### src/hw/tel_pkg.sv
// package: register map, bit layout, timing and carrier types of the T1 event latches
`default_nettype none
package tel_pkg;
  // ----------------------------------------------------------------
  // register indices (byte address is four times the index)
  // ----------------------------------------------------------------
  localparam logic [7:0] IDX_EVENT_FLAGS = 8'h1E;
  localparam logic [7:0] IDX_OVF_LATCHES = 8'h1F;
  localparam logic [7:0] IDX_EVENT_MASK = 8'h20;
  localparam logic [7:0] IDX_OVF_MASK = 8'h21;
  localparam logic [7:0] IDX_CONTROL = 8'h22;
  localparam int IDX_LSB = 2;
  localparam int IDX_MSB = 9;
  // ----------------------------------------------------------------
  // event word and control bit positions, reset byte
  // ----------------------------------------------------------------
  localparam int EVT_HDLC0 = 7;
  localparam int EVT_LOOP = 4;
  localparam int EVT_ONESEC = 3;
  localparam int EVT_FIVESEC = 2;
  localparam int EVT_BOM = 1;
  localparam int EVT_SIG = 0;
  localparam int CTL_DEBOUNCE = 0;
  localparam logic [7:0] RST_BYTE = 8'h00;
  // ----------------------------------------------------------------
  // counters, message and timing figures
  // ----------------------------------------------------------------
  localparam int NUM_COUNTERS = 8;
  localparam logic [7:0] CNT_ALL_ONES = 8'hFF;
  localparam logic [7:0] CNT_ZERO = 8'h00;
  localparam logic [7:0] BOM_FLAG = 8'hFE;
  localparam int BOM_WIDTH = 15;
  localparam int BOM_CODE_W = 6;
  localparam int BOM_WINDOW = 10;
  localparam int BOM_NEEDED = 8;
  localparam int SIG_WIDTH = 4;
  localparam int CLK_HZ = 20_000_000;
  localparam int LOOP_HOLD_MS = 48;
  localparam int LOOP_HOLD_CYC = LOOP_HOLD_MS * (CLK_HZ / 1000);
  localparam logic [1:0] HTRANS_NONSEQ = 2'h2;
  // ----------------------------------------------------------------
  // carriers of the line-side status and link data inputs
  // ----------------------------------------------------------------
  typedef struct packed {
    logic [2:0] hdlcIrq;
    logic loopUpSeen;
    logic loopDownSeen;
    logic oneSecStatus;
    logic fiveSecStatus;
  } tel_line_status_t;
  typedef struct packed {
    logic bomStrobe;
    logic [BOM_WIDTH-1:0] bomWord;
    logic sigStrobe;
    logic [SIG_WIDTH-1:0] sigSample;
  } tel_link_data_t;
endpackage
`default_nettype wire

### src/hw/tel_event_latches.sv
// T1 event flag word and counter overflow latches behind an AHB-Lite slave
//
// Contract
// - hdlc controller 0,1,2 interrupts set event bits 7,6,5
// - loop-up or loop-down code held 48 ms sets event bit 4
// - rising edge of the one-second status sets event bit 3
// - rising edge of the five-second status sets event bit 2
// - a valid message differing from the last accepted one sets event bit 1
// - a new message counts as valid once seen in 8 of last 10 positions
// - signalling change, debounced when enabled, sets event bit 0
// - reading the event word returns it, then clears the bits that were set
// - fbit, crc6, out-of-frame, realign overflows latch into bits 7..4
// - code violation, prbs, prbs multiframe, sync loss overflows latch bits 3..0
// - overflow latches hold until read and clear at the edge that ends the read's address phase; the code also clears bits written with ones
// - wrap of the prbs multiframe counter sets overflow bit 1
// - a counter overflows when it goes from all ones to zero
// - an event mask bit of one lets its source set its flag; overflow mask bits gate only irq
//
// Added by the designer: the AHB-Lite interface to the registers.
`default_nettype none
module tel_event_latches
  import tel_pkg::*;
#(
  parameter int LoopHoldCycles = LOOP_HOLD_CYC
) (
  input wire logic core_clk,
  input wire logic reset_n,
  input wire logic hsel,
  input wire logic [31:0] haddr,
  input wire logic [1:0] htrans,
  input wire logic hwrite,
  input wire logic [2:0] hsize,
  input wire logic [31:0] hwdata,
  input wire logic hready,
  output logic hreadyout,
  output logic hresp,
  output logic [31:0] hrdata,
  input wire tel_line_status_t lineStatus,
  input wire tel_link_data_t linkData,
  input wire logic [NUM_COUNTERS-1:0][7:0] perfCount,
  output logic irq
);
  // ----------------------------------------------------------------
  // bus slave: zero wait states, reads act at the address phase
  // ----------------------------------------------------------------
  logic addrPhase;
  logic [7:0] busIdx;
  logic rdEvent;
  logic rdOvf;
  logic wrPend_r;
  logic [7:0] wrIdx_r;
  logic [7:0] eventFlags_r;
  logic [7:0] eventFlags_nxt;
  logic [7:0] ovfLatch_r;
  logic [7:0] ovfLatch_nxt;
  logic [7:0] eventMask_r;
  logic [7:0] ovfMask_r;
  logic [7:0] control_r;
  logic [7:0] readByte;

  assign addrPhase = hsel & hready & (htrans == HTRANS_NONSEQ);
  assign busIdx = haddr[IDX_MSB:IDX_LSB];
  assign rdEvent = addrPhase & ~hwrite & (busIdx == IDX_EVENT_FLAGS);
  assign rdOvf = addrPhase & ~hwrite & (busIdx == IDX_OVF_LATCHES);

  always_comb begin
    case (busIdx)
      IDX_EVENT_FLAGS: readByte = eventFlags_r;
      IDX_OVF_LATCHES: readByte = ovfLatch_r;
      IDX_EVENT_MASK: readByte = eventMask_r;
      IDX_OVF_MASK: readByte = ovfMask_r;
      IDX_CONTROL: readByte = control_r;
      default: readByte = RST_BYTE;
    endcase
  end

  always_ff @(posedge core_clk) begin
    if (!reset_n) begin
      wrPend_r <= 1'b0;
      wrIdx_r <= RST_BYTE;
      hrdata <= 32'h0000_0000;
      hreadyout <= 1'b0;
      hresp <= 1'b0;
    end else begin
      wrPend_r <= addrPhase & hwrite;
      wrIdx_r <= busIdx;
      hreadyout <= 1'b1;
      hresp <= 1'b0;
      if (addrPhase && !hwrite) begin
        hrdata <= {24'h00_0000, readByte};
      end
    end
  end

  always_ff @(posedge core_clk) begin
    if (!reset_n) begin
      eventMask_r <= RST_BYTE;
      ovfMask_r <= RST_BYTE;
      control_r <= RST_BYTE;
    end else if (wrPend_r) begin
      if (wrIdx_r == IDX_EVENT_MASK) eventMask_r <= hwdata[7:0];
      if (wrIdx_r == IDX_OVF_MASK) ovfMask_r <= hwdata[7:0];
      if (wrIdx_r == IDX_CONTROL) control_r <= hwdata[7:0];
    end
  end

  // ----------------------------------------------------------------
  // loop code persistence timer
  // ----------------------------------------------------------------
  localparam int LoopW = $clog2(LoopHoldCycles + 1);
  localparam logic [LoopW-1:0] LoopLast = LoopW'(LoopHoldCycles - 1);
  logic [LoopW-1:0] loopCnt_r;
  logic loopSeen;
  logic loopHit;

  assign loopSeen = lineStatus.loopUpSeen | lineStatus.loopDownSeen;
  assign loopHit = loopSeen & (loopCnt_r == LoopLast);

  always_ff @(posedge core_clk) begin
    if (!reset_n) begin
      loopCnt_r <= '0;
    end else if (!loopSeen) begin
      loopCnt_r <= '0;
    end else if (loopCnt_r != LoopW'(LoopHoldCycles)) begin
      loopCnt_r <= loopCnt_r + LoopW'(1);
    end
  end

  // ----------------------------------------------------------------
  // status edges
  // ----------------------------------------------------------------
  logic oneSecPrev_r;
  logic fiveSecPrev_r;
  logic oneSecRise;
  logic fiveSecRise;

  assign oneSecRise = lineStatus.oneSecStatus & ~oneSecPrev_r;
  assign fiveSecRise = lineStatus.fiveSecStatus & ~fiveSecPrev_r;

  always_ff @(posedge core_clk) begin
    if (!reset_n) begin
      oneSecPrev_r <= 1'b0;
      fiveSecPrev_r <= 1'b0;
    end else begin
      oneSecPrev_r <= lineStatus.oneSecStatus;
      fiveSecPrev_r <= lineStatus.fiveSecStatus;
    end
  end

  // ----------------------------------------------------------------
  // bit-oriented message vote over the last message positions
  // ----------------------------------------------------------------
  logic [BOM_CODE_W-1:0] bomHist_r [BOM_WINDOW-1];
  logic [BOM_WINDOW-2:0] bomHistOk_r;
  logic [BOM_WINDOW-2:0] bomMatch;
  logic [BOM_CODE_W-1:0] bomCode;
  logic [BOM_CODE_W-1:0] bomAccepted_r;
  logic bomHave_r;
  logic bomOk;
  logic bomValid;
  logic bomNew;

  assign bomCode = linkData.bomWord[BOM_CODE_W:1];
  assign bomOk = (linkData.bomWord[BOM_WIDTH-1:BOM_CODE_W+1] == BOM_FLAG)
               & ~linkData.bomWord[0];

  for (genvar i = 0; i < BOM_WINDOW - 1; i++) begin : g_bomVote
    assign bomMatch[i] = bomHistOk_r[i] & (bomHist_r[i] == bomCode);
  end

  // the incoming word is its own tenth position, so seven stored matches suffice
  assign bomValid = bomOk & (($countones(bomMatch) + 1) >= BOM_NEEDED);
  assign bomNew = linkData.bomStrobe & bomValid
                & (~bomHave_r | (bomCode != bomAccepted_r));

  always_ff @(posedge core_clk) begin
    if (!reset_n) begin
      bomHistOk_r <= '0;
      bomHave_r <= 1'b0;
      bomAccepted_r <= '0;
      for (int k = 0; k < BOM_WINDOW - 1; k++) bomHist_r[k] <= '0;
    end else if (linkData.bomStrobe) begin
      bomHist_r[0] <= bomCode;
      for (int k = 1; k < BOM_WINDOW - 1; k++) bomHist_r[k] <= bomHist_r[k-1];
      bomHistOk_r <= {bomHistOk_r[BOM_WINDOW-3:0], bomOk};
      if (bomNew) begin
        bomAccepted_r <= bomCode;
        bomHave_r <= 1'b1;
      end
    end
  end

  // ----------------------------------------------------------------
  // signalling change of state
  // ----------------------------------------------------------------
  logic [SIG_WIDTH-1:0] sigPrev_r;
  logic [SIG_WIDTH-1:0] sigAccepted_r;
  logic sigStable;
  logic sigChange;

  // debounce asks for two equal samples in a row; costs one signalling period of delay
  assign sigStable = ~control_r[CTL_DEBOUNCE] | (linkData.sigSample == sigPrev_r);
  assign sigChange = linkData.sigStrobe & sigStable
                   & (linkData.sigSample != sigAccepted_r);

  always_ff @(posedge core_clk) begin
    if (!reset_n) begin
      sigPrev_r <= '0;
      sigAccepted_r <= '0;
    end else if (linkData.sigStrobe) begin
      sigPrev_r <= linkData.sigSample;
      if (sigChange) sigAccepted_r <= linkData.sigSample;
    end
  end

  // ----------------------------------------------------------------
  // counter wrap detection, one per counter
  // ----------------------------------------------------------------
  logic [NUM_COUNTERS-1:0][7:0] cntPrev_r;
  logic [NUM_COUNTERS-1:0] cntWrap;

  for (genvar c = 0; c < NUM_COUNTERS; c++) begin : g_wrap
    assign cntWrap[c] = (cntPrev_r[c] == CNT_ALL_ONES)
                      & (perfCount[c] == CNT_ZERO);
  end

  always_ff @(posedge core_clk) begin
    if (!reset_n) begin
      cntPrev_r <= '0;
    end else begin
      cntPrev_r <= perfCount;
    end
  end

  // ----------------------------------------------------------------
  // flag words: set beats clear
  // ----------------------------------------------------------------
  logic [7:0] eventRaw;
  logic [7:0] eventClr;
  logic [7:0] ovfClr;

  always_comb begin
    eventRaw = RST_BYTE;
    eventRaw[EVT_HDLC0 -: 3] = lineStatus.hdlcIrq;
    eventRaw[EVT_LOOP] = loopHit;
    eventRaw[EVT_ONESEC] = oneSecRise;
    eventRaw[EVT_FIVESEC] = fiveSecRise;
    eventRaw[EVT_BOM] = bomNew;
    eventRaw[EVT_SIG] = sigChange;
  end

  // clear by read, or by writing ones in the data phase
  assign eventClr = (rdEvent ? eventFlags_r : RST_BYTE)
                  | ((wrPend_r && wrIdx_r == IDX_EVENT_FLAGS) ? hwdata[7:0] : RST_BYTE);
  assign ovfClr = (rdOvf ? ovfLatch_r : RST_BYTE)
                | ((wrPend_r && wrIdx_r == IDX_OVF_LATCHES) ? hwdata[7:0] : RST_BYTE);
  assign eventFlags_nxt = (eventFlags_r & ~eventClr) | (eventRaw & eventMask_r);
  assign ovfLatch_nxt = (ovfLatch_r & ~ovfClr) | cntWrap;

  always_ff @(posedge core_clk) begin
    if (!reset_n) begin
      eventFlags_r <= RST_BYTE;
      ovfLatch_r <= RST_BYTE;
      irq <= 1'b0;
    end else begin
      eventFlags_r <= eventFlags_nxt;
      ovfLatch_r <= ovfLatch_nxt;
      irq <= (|eventFlags_nxt) | (|(ovfLatch_nxt & ovfMask_r));
    end
  end
endmodule
`default_nettype wire

### config.mk
export PLATFORM = sky130hd
export DESIGN_NAME = tel_event_latches
export DESIGN_NICKNAME = d
export VERILOG_FILES = /design/src/hw/tel_pkg.sv /design/src/hw/tel_event_latches.sv
export SDC_FILE = /design/constraint.sdc
export NUM_CORES = 1
export LEC_CHECK = 0
export ABC_CLOCK_PERIOD_IN_PS = 14800
export BUFFER_PORTS_ARGS = -buffer_cell sky130_fd_sc_hd__buf_2
export CAP_MARGIN = 20
export CORE_MARGIN = 2
export CORE_UTILIZATION = 40
export DETAILED_ROUTE_END_ITERATION = 10
export SYNTH_ARGS = -nofsm -noshare
export SYNTH_HDL_FRONTEND = slang
export SYNTH_SLANG_ARGS = --single-unit
### constraint.sdc
create_clock -name core_clk -period 14.8 [get_ports core_clk]
set_input_delay 2.96 -clock core_clk [delete_from_list [all_inputs] [get_ports core_clk]]
set_output_delay 2.96 -clock core_clk [all_outputs]
set_load 0.02 [all_outputs]
Word level (Yosys, flattened, before mapping)
Memory sizes are Yosys's and may differ from the RTL's.
Index checks and enable logic that the tools add are counted.

storage, ports and cells
  flip-flop bits (word level) = 169
  RAM bits = 54
  input bits = 166
  output and inout bits = 35
  logic and storage cells = 172
  memories kept = 1

operators by class
  add/subtract/negate cells = 10
  $lt $le $gt $ge = 1
  equality and inequality tests = 34
  mux-type cells = 19
  bitwise operators = 61
  reduce and logical (&&, ||, !) cells = 20

memories
  memory     depth  width  rd ports  clocked after Yosys merged registers in  write ports  line                      RTL
  bomHist_r  9      6      9         0                                        9            tel_event_latches.sv:153  logic [BOM_CODE_W-1:0] bomHist_r [BOM_WINDOW-1];

operators with widths
  kind                   number
  $eq 8x8->1 const B     9
  $logic_not 8->1        8
  $eq 6x6->1             9
  $mux 6                 9
  $eq 8x6->1 const B     6
  $pmux 8 s5             1
  $and 1x1->1            32
  $and 8x8->8            4
  $eq 8x5->1 const B     4
  $mux 8                 4
  $or 8x8->8             4
  $add 20x1->20 const B  1
  $eq 20x20->1 const B   1
  $ne 20x20->1 const B   1
  $not 8->8              2
  $reduce_or 8->1        2
  $or 1x1->1             13
  $reduce_and 2->1       6
  $add 1x1->2            4
  $add 2x2->3            2
  $add 5x1->6 const B    1
  $ge 6x4->1 const B     1
  $ne 6x6->1             1
  $not 1->1              6
  8 further kinds        14

Depth between registers and ports, before layout
Gate-level depths: netlist (run 1).
An unclocked memory read counts as a cell.

  word-level depth = 16
  gate-level depth with buffers = 15
  mapped depth without buffers = 14

Least setup slack after synthesis (run 1)
Ideal clock, no wire load.

  path kind = in2reg
  start = input port linkData[6] in the netlist's numbering
  end = register irq
  library setup time = 0.060 ns
  arrival time = 6.736 ns
  data required time = 14.740 ns
  slack = 8.004 ns
  cell stages on the path = 14
  buffers on the path = 1
  path through = buf_1 xnor2_1 nand4_1 nor4_1 fa_1 fa_1 fa_1 ha_1 a21oi_1 nor4_2 nand2_1 o21ai_0 or3_1 o41a_1

on the way
  longest elaborated chain between the ends = 15
  elaborated cells on any way between the ends = 37
  those cells by class = add/sub (9); order compare (1); eq/ne (10); bitwise (16); reduce/logical (1)

ends and longest elaborated chain
  element                            line                      RTL
  from (decl)                        tel_event_latches.sv:39   input wire tel_link_data_t linkData,
  $eq 6x6->1                         tel_event_latches.sv:168  assign bomMatch[i] = bomHistOk_r[i] & (bomHist_r[i] == bomCode);
  $and 1x1->1                        tel_event_latches.sv:168
  $add 1x1->2 (not written as such)  tel_event_latches.sv:172  assign bomValid = bomOk & (($countones(bomMatch) + 1) >= BOM_NEEDED);
  $add 2x2->3 (not written as such)  tel_event_latches.sv:172
  $add 3x3->4 (not written as such)  tel_event_latches.sv:172
  $add 4x1->5 (not written as such)  tel_event_latches.sv:172
  $add 5x1->6                        tel_event_latches.sv:172
  $ge 6x4->1                         tel_event_latches.sv:172
  $and 1x1->1                        tel_event_latches.sv:172
  $and 1x1->1                        tel_event_latches.sv:173  assign bomNew = linkData.bomStrobe & bomValid
  $and 1x1->1 (*)                    tel_event_latches.sv:174  & (~bomHave_r | (bomCode != bomAccepted_r));
  $and 8x8->8 (*)                    tel_event_latches.sv:257  assign eventFlags_nxt = (eventFlags_r & ~eventClr) | (eventRaw & eventMask_r);
  $or 8x8->8 (*)                     tel_event_latches.sv:257
  $reduce_or 8->1 (*)                tel_event_latches.sv:268  irq <= (|eventFlags_nxt) | (|(ovfLatch_nxt & ovfMask_r));
  $or 1x1->1 (*)                     tel_event_latches.sv:268
  to (signal assigned)               tel_event_latches.sv:268
  to (decl)                          tel_event_latches.sv:41   output logic irq

Mark *: on every way between the ends. The rest lies on a longest branch, timed or not.
A chain may end at the register's enable or synchronous reset.

Final worst setup path (run 1)
  start = input port linkData[8] in the netlist's numbering
  end = register irq

Same word-level chain as after synthesis.

==> reports/metrics.yaml, run 1 <==
outcome:
  status: "finished clean"
route:
  drt_iter0_drc: 481
  top_layer_used: "met4"
  postRouteWirelength_um: 21200
  wl_per_cell_um: 15.7
  viasPerCell: 5.07
  drc: 0
  via_count: 6842
  wl_met2_um: 10100
  dr.pass1.iters: 6
  final_antenna_net_count: 0
  wl_met3_um: 1210
  met1Wirelength_um: 9500
hold_path:
  hp-class: "reg2reg"
sta:
  max_slew.worst_pin.slew_ns: 1.04
  whs_ns: 0.466
  relSlewSlack_pct: 30.7
  rsz0062_at_grt: "false"
  min_period_ns: 6.48
  max_freq_mhz: 154
  period_share_pct: 43.8
  worst_slack_ns: 8.32
  tns_ns: 0
  maxSlewViolCount: 0
  clock_skew_ns: 0.0242
  hold_viol: 0
  final-setup-viol-count: 0
die:
  initial_utilization_pct: 40.4
  die_h_um: 160
  die_area_sq_um: 25600
  core_area_sq_um: 24100
  rows: 57
  dieWidth_um: 160
  ioPinCount: 201
clock_network:
  postCtsSetupBuffers: 0
  clock_sinks: 223
  cts_tree: "done"
  clk_pin_slew_worst_paths_ns: 0.06
  clockBufferDepth: 3
  htreeDepth: 1
  post_cts_resized: 0
  ctsRootBufferMaster: "clkbuf_16"
  numCtsBuffers: 25
  cts_hold_buffers: 0
  clock_latency_ns: 0.54
power_and_ir_drop:
  p_per_area_nw_per_um2: 122
  p_comb_share_pct: 6.2
  p_seq_share_pct: 47.4
  pwr-share-clk_pct: 46.4
  vdd_drop_max_uv: 92.0
  p_int_mw: 1.08
  p_switching_mw: 0.306
  power_leakage_nw: 4.64
  swShare_pct: 22.0
synthesis:
  synth.distinct_cells: 58
  synth_area_sq_um: 9740
  ys_warn_count: 0
  yosysSeqAreaShare_pct: 51.4
  syn_avg_cell_area_sq_um: 10.8
  synth_top_area_share_pct: 34.7
  synth_area_leaders: "dfxtp_1, edfxtp_1, mux2i_1"
  synth_flop_cell: "dfxtp_1"
  ys_ff_latch: 223
  syn-instance-count: 905
  postSynth.asyncResetShare_pct: 0
  synth-edff-count: 54
  yosys.area.top_type: "dfxtp_1"
critical_path:
  end_kind: "register"
  crit_path_start_kind: "input port"
  crit_arrival_ns: 6.90
  cp.required_ns: 15.22
  cp_max_fo: 12
  worstSetupPathType: "in2reg"
flow_run:
  max-cap-violations: 0
placed_design:
  dpl.hpwl_um: 14200
  pre_cts_ws_ns: 7.68
  gp_congestion: 0.798
  port_buffers: 124
  place_area_sq_um: 10500
grt:
  grt_pass1_wl_um: 34500
  antenna_found_initial: 0
  grt_max_degree: 112
  grt_use_total_pct: 16.3
  grt_overflow_total: 0
  grt_pass1_vias: 6805
final_layout:
  n_fill_cell: 2307
  multiInputGateArea_sq_um: 4410
  fin_nets: 1183
  area.growth.synth_to_final_pct: 16.8
  final_cell_mix: "dfxtp_1, buf_2, and2_1, and3_1, nor2b_1"
  num_antenna_cells: 0
  drive_gt1_share_pct: 17.3
  regArea_sq_um: 5000
  post-route-cell-area_sq_um: 11400
  layout_commonest_cell: "dfxtp_1"
[area by class of cell]
cell class | instances | share of cell area (%)
sequential | 223 | 44.0
multi-input combinational | 619 | 38.8
clock buffer | 35 | 6.09
timing repair buffer | 128 | 5.74
tap | 324 | 3.56
clock inverter | 10 | 1.48
inverter | 11 | 0.363
[cell families (layout without fill, tap and decap cells)]
kind of cell	Yosys count	in the layout	synth area share, %
xor gates and xnor gates	83	83	7.46
adders and majority gates	9	9	1.46
muxes	56	56	5.77
AOI/OAI and AO/OA	58	58	4.44
and+or+nand+nor	388	388	25.1
DFF	223	223	51.4
other	1	25	0.0385
buffers and inverters	87	184	4.33
[cells in the mapped netlist, types with 3 or more instances]
cell / instances
a21oi_1: 5
a222oi_1: 8
a22oi_1: 4
a31oi_1: 7
a32oi_1: 4
and2_1: 80
and3_1: 59
and4_1: 3
and4b_1: 3
buf_1: 10
buf_4: 25
clkbuf_1: 40
dfxtp_1: 169
edfxtp_1: 54
fa_1: 4
ha_1: 5
inv_1: 9
mux2i_1: 55
nand2_1: 32
nand3_1: 13
nand4_1: 53
nor2_1: 20
nor2b_1: 57
nor3_1: 3
nor4_1: 18
o211a_1: 8
o21ai_0: 14
or3_1: 5
or4_1: 18
xnor2_1: 39
xor2_1: 44
[power by group through the flow]
stage | clock network, mW | registers (mW) | logic [mW]
finish | 0.644 | 0.658 | 0.0862
global route | 0.688 | 0.661 | 0.0961
CTS | 0.662 | 0.658 | 0.0876
detailed placement | 0 | 0.671 | 0.0871
global placement | 0 | 0.671 | 0.0866
floorplan | 0 | 0.670 | 0.0597
[stage by stage]
step	total power, mW	cells	util (%)
finish	1.39	1350	47.2
global route	1.44	1350	47.2
CTS	1.41	1350	47.2
detailed placement	0.759	1305	43.6
global placement	0.757	1305	43.6
floorplan	0.730	929	-
[final timing paths]
check | depth (start not counted) | end | start | slack (ns)
min reg2reg | 1 | bomHave_r | bomHave_r | 0.47
max | 15 | irq | linkData[8] | 8.32
min | 1 | bomHave_r | bomHave_r | 0.47
max reg2reg | 14 | irq | bomHist_r[0][36] | 10.66
[layer usage]
metal	GRT usage, %	up-vias
met1	20.7	3252
li1	-	3387
met4	4.71	0
met3	3.14	27
met5	0	-
met2	28.3	176
[worst max-delay path, stage by stage]
cell	delay, ns
buf_2	0.30
xnor2_1	0.16
nand4_1	0.14
nor4_1	0.34
fa_1	0.52
fa_1	0.48
fa_1	0.44
ha_1	0.27
a21oi_1	0.20
nor4_2	0.07
buf_4	0.18
nand2_1	0.07
o21ai_0	0.10
or3_1	0.32
o41a_1	0.32
[registers in the layout, indices dropped and copies added, names as in the netlist]
name	cells
cntPrev_r	64
bomHist_r	54
loopCnt_r	20
bomHistOk_r	9
control_r	8
eventFlags_r	8
eventMask_r	8
hrdata	8
ovfLatch_r	8
ovfMask_r	8
wrIdx_r	8
bomAccepted_r	6
sigAccepted_r	4
sigPrev_r	4
bomHave_r	1
fiveSecPrev_r	1
hreadyout	1
irq	1
oneSecPrev_r	1
wrPend_r	1
Note: power is estimated with default switching activity, not from simulation.
==> run 2, diff against run 1 <==
- ABC_AREA: default -> 1
- ABC_CLOCK_PERIOD_IN_PS: 14800 -> 6450
- clock period: 14.8 -> 6.45 ns (I/O delays scaled with it)
==> run 2 against run 1 <==
- register-to-register slack worse by 8.4 ns
- sequential cell count unchanged
- final area up 2.5%
- die area up 2.8%
- cell count up 26%
- critical endpoint is now bomAccepted_r[5]
- largest cell class unchanged
==> reports/metrics.yaml, run 2 <==
critical_path:
  r2r-start: "bomHist_r[0][26]"
  cp.required_ns: 6.88  # -8.34 ns
  crit_top_cell: "fa_1"
  worstSetupPathType: "in2reg"
  critPathMaxStageDelay_ns: 0.55  # +0.03 ns
  cp_max_fo: 12  # unchanged
  r2r_slack_ns: 2.28  # -8.38 ns
  worstPathCellList: "buf_2 > inv_1 > nand2_1 > o2111ai_1 > a2111oi_0 > fa_1 > fa_1 > fa_1 > ha_1 > a21oi_1 > or2_2 > nor2_1 > and2_1 > nor2_1 > a211oi_1"
  end_kind: "register"
  slowest_stage: "fa_1"
  reg2reg_depth: 14  # unchanged
  r2r_end: "bomAccepted_r[5]"
  crit_path_start_kind: "input port"
  crit_arrival_ns: 5.43  # -1.47 ns
outcome:
  status: "finished clean"
final_layout:
  largest_reg_flops: 64  # unchanged
  top_regs: "cntPrev_r (64), bomHist_r (54), loopCnt_r (20)"
  layout_commonest_cell: "nand2_1"
  instances_no_fill: 1705  # +26%
  drive_gt1_share_pct: 15.3  # -2.0 points
  final_cell_mix: "nand2_1, inv_1, dfxtp_1, nor2_1, buf_2"
  post-route-cell-area_sq_um: 11700  # +2.5%
  area.growth.synth_to_final_pct: 16.3
  fin_nets: 1540  # +30%
  top_register: "cntPrev_r"
synthesis:
  yosys.area.top_type: "dfxtp_1"
  syn-instance-count: 1251  # +38%
  synth_common_cells: "nand2_1, inv_1, dfxtp_1"
  synth-edff-count: 54  # unchanged
  synth_most_common_cell: "nand2_1"
  postSynth.asyncResetShare_pct: 0  # unchanged
  synth_fa_ha_area_share_pct: 1.42  # -0.041 points
  synthMuxAreaShare_pct: 0  # -5.8 points
  synth_area_sq_um: 10000  # +2.9%
  synth_area_leaders: "dfxtp_1, edfxtp_1, nand2_1"
  synth_top_family_by_area: "simple AND/OR/NAND/NOR gates"
  synth.distinct_cells: 55  # -5.2%
  ys_warn_count: 0  # unchanged
  ys_ff_latch: 223  # unchanged
  synth_xor_area_share_pct: 0.961  # -6.5 points
  syn_avg_cell_area_sq_um: 8.01  # -26%
  synth_compound_area_share_pct: 11.7  # +7.2 points
  synth_top_area_share_pct: 33.8  # -0.97 points
  yosysSeqAreaShare_pct: 49.9  # -1.4 points
  synth_flop_cell: "dfxtp_1"
  synth-simple-area-share_pct: 24.1  # -0.97 points
power_and_ir_drop:
  p_per_area_nw_per_um2: 272  # +120%
  vdd_drop_max_uv: 236  # +160%
  power_leakage_nw: 5.28  # +14%
clock_network:
  numCtsBuffers: 24  # -4.0%
  htreeDepth: 1  # unchanged
  postCtsSetupBuffers: 0  # unchanged
  post_cts_resized: 0  # unchanged
  clock_sinks: 223  # unchanged
  cts_tree: "done"
  cts_hold_buffers: 0  # unchanged
  clock_latency_ns: 0.53  # about the same
  clockBufferDepth: 3  # unchanged
  ctsRootBufferMaster: "clkbuf_16"
  clk_pin_slew_worst_paths_ns: 0.06  # about the same
sta:
  hold_viol: 0  # unchanged
  tns_ns: 0  # unchanged
  period_share_pct: 77.5
  max_slew.worst_pin.slew_ns: 1.01  # -0.0324 ns
  clock_skew_ns: 0.0215  # -0.00269 ns
  min_period_ns: 5.00
  maxSlewViolCount: 0  # unchanged
  final-setup-viol-count: 0  # unchanged
  worst_slack_ns: 1.45  # -6.88 ns
  relSlewSlack_pct: 32.3  # +1.7 points
  whs_ns: 0.473  # +0.00617 ns
  rsz0062_at_grt: "false"
  max_freq_mhz: 200
placed_design:
  dpl.hpwl_um: 16000  # +13%
  place_area_sq_um: 10800  # +2.9%
  dp_cells: 1663  # +27%
  pre_cts_ws_ns: 0.920  # -6.76 ns
  gp_congestion: 0.789  # -1.2%
  port_buffers: 124  # unchanged
route:
  viasPerCell: 4.77  # -5.9%
  drt_iter0_drc: 475  # -1.2%
  via_count: 8130  # +19%
  drc: 0  # unchanged
  wl_per_cell_um: 13.3  # -15%
  final_antenna_net_count: 0  # unchanged
  dr.pass1.iters: 4  # -2
  postRouteWirelength_um: 22700  # +7.4%
grt:
  grt_pass1_vias: 7646  # +12%
  grt_max_degree: 95  # -15%
  antenna_found_initial: 2  # +2
  grt_pass1_wl_um: 37500  # +8.5%
  grt_use_total_pct: 17.4  # +1.1 points
  grt_overflow_total: 0  # unchanged
die:
  die_area_sq_um: 26300  # +2.8%
  rows: 57  # unchanged
  die_h_um: 162  # +1.4%
  core_area_sq_um: 24500  # +1.5%
  ioPinCount: 201  # unchanged
  initial_utilization_pct: 41.0  # +0.55 points
  dieWidth_um: 162  # +1.4%
hold_path:
  hp-start: "sigAccepted_r[3]"
  hold_end: "sigAccepted_r[3]"
  hold_depth: 2  # +1
  hp-class: "reg2reg"
flow_run:
  max-cap-violations: 0  # unchanged
## run 2: cell count changes in the layout (fill, tap and decap cells not counted), sizes merged, moves of 49 or more
cell	delta
nor2	+160
nand2	+219
and2	-80
and3	-58
mux2i	-55
nor2b	-57
a21oi	+49
inv	+201
## run 2: area by class of cell
type | instances | area, sq um
Antenna cell | 2 | 5.00
Clock buffer | 31 | 667
Clock inverter | 9 | 168
Fill cell | 2398 | 12800
Inverter | 215 | 807
Multi-Input combinational cell | 772 | 3930
Sequential cell | 223 | 5000
Tap cell | 324 | 405
Timing Repair Buffer | 129 | 673
## run 2: worst max path at each step
stage	startpoint	endpoint	slack (ns)
floorplan	linkData[9]	bomAccepted_r[1]	1.39
global placement	linkData[9]	bomAccepted_r[4]	0.96
detailed placement	linkData[9]	bomAccepted_r[0]	0.92
CTS	linkData[9]	bomAccepted_r[0]	1.44
global route	linkData[9]	bomAccepted_r[1]	1.11
finish	linkData[9]	bomAccepted_r[5]	1.45
## run 2: power breakdown
| part | internal, mW | switching [mW] |
|---|---|---|
| logic | 0.0721 | 0.144 |
| registers | 1.49 | 0.0236 |
| clock network | 0.887 | 0.553 |
## run 2: per-layer routing
layer | global-route usage [%] | part of all wire (%) | vias to the layer above
li1 | - | - | 4214
met1 | 22.4 | 45 | 3671
met2 | 29.9 | 47 | 206
met3 | 3.40 | 5.8 | 37
met4 | 4.79 | 2.3 | 2
met5 | 0 | 0.057 | -
## run 2: stage by stage
step / utilization [%] / total power [mW]
global placement: 44.1 / 1.75
floorplan: - / 1.68
CTS: 47.6 / 3.20
finish: 47.6 / 3.17
global route: 47.6 / 3.28
detailed placement: 44.2 / 1.76
## run 2: kinds of logic (layout without fill, tap and decap cells)
kind of cell | after synthesis | in the layout
AND/OR/NAND/NOR | 534 | 534
buffers and inverters | 280 | 384
flip-flops | 223 | 223
AO/OA/AOI/OAI | 193 | 193
XOR/XNOR | 11 | 11
adder cells (fa/ha/maj) | 9 | 9
other | 1 | 27
## run 2: worst max-delay path: cells and delay by family
family | cells | cell delay [ns]
AO/OA/AOI/OAI | 4 | 0.81
adder cells (fa/ha/maj) | 4 | 1.74
buffers and inverters | 2 | 0.53
AND/OR/NAND/NOR | 5 | 1.05
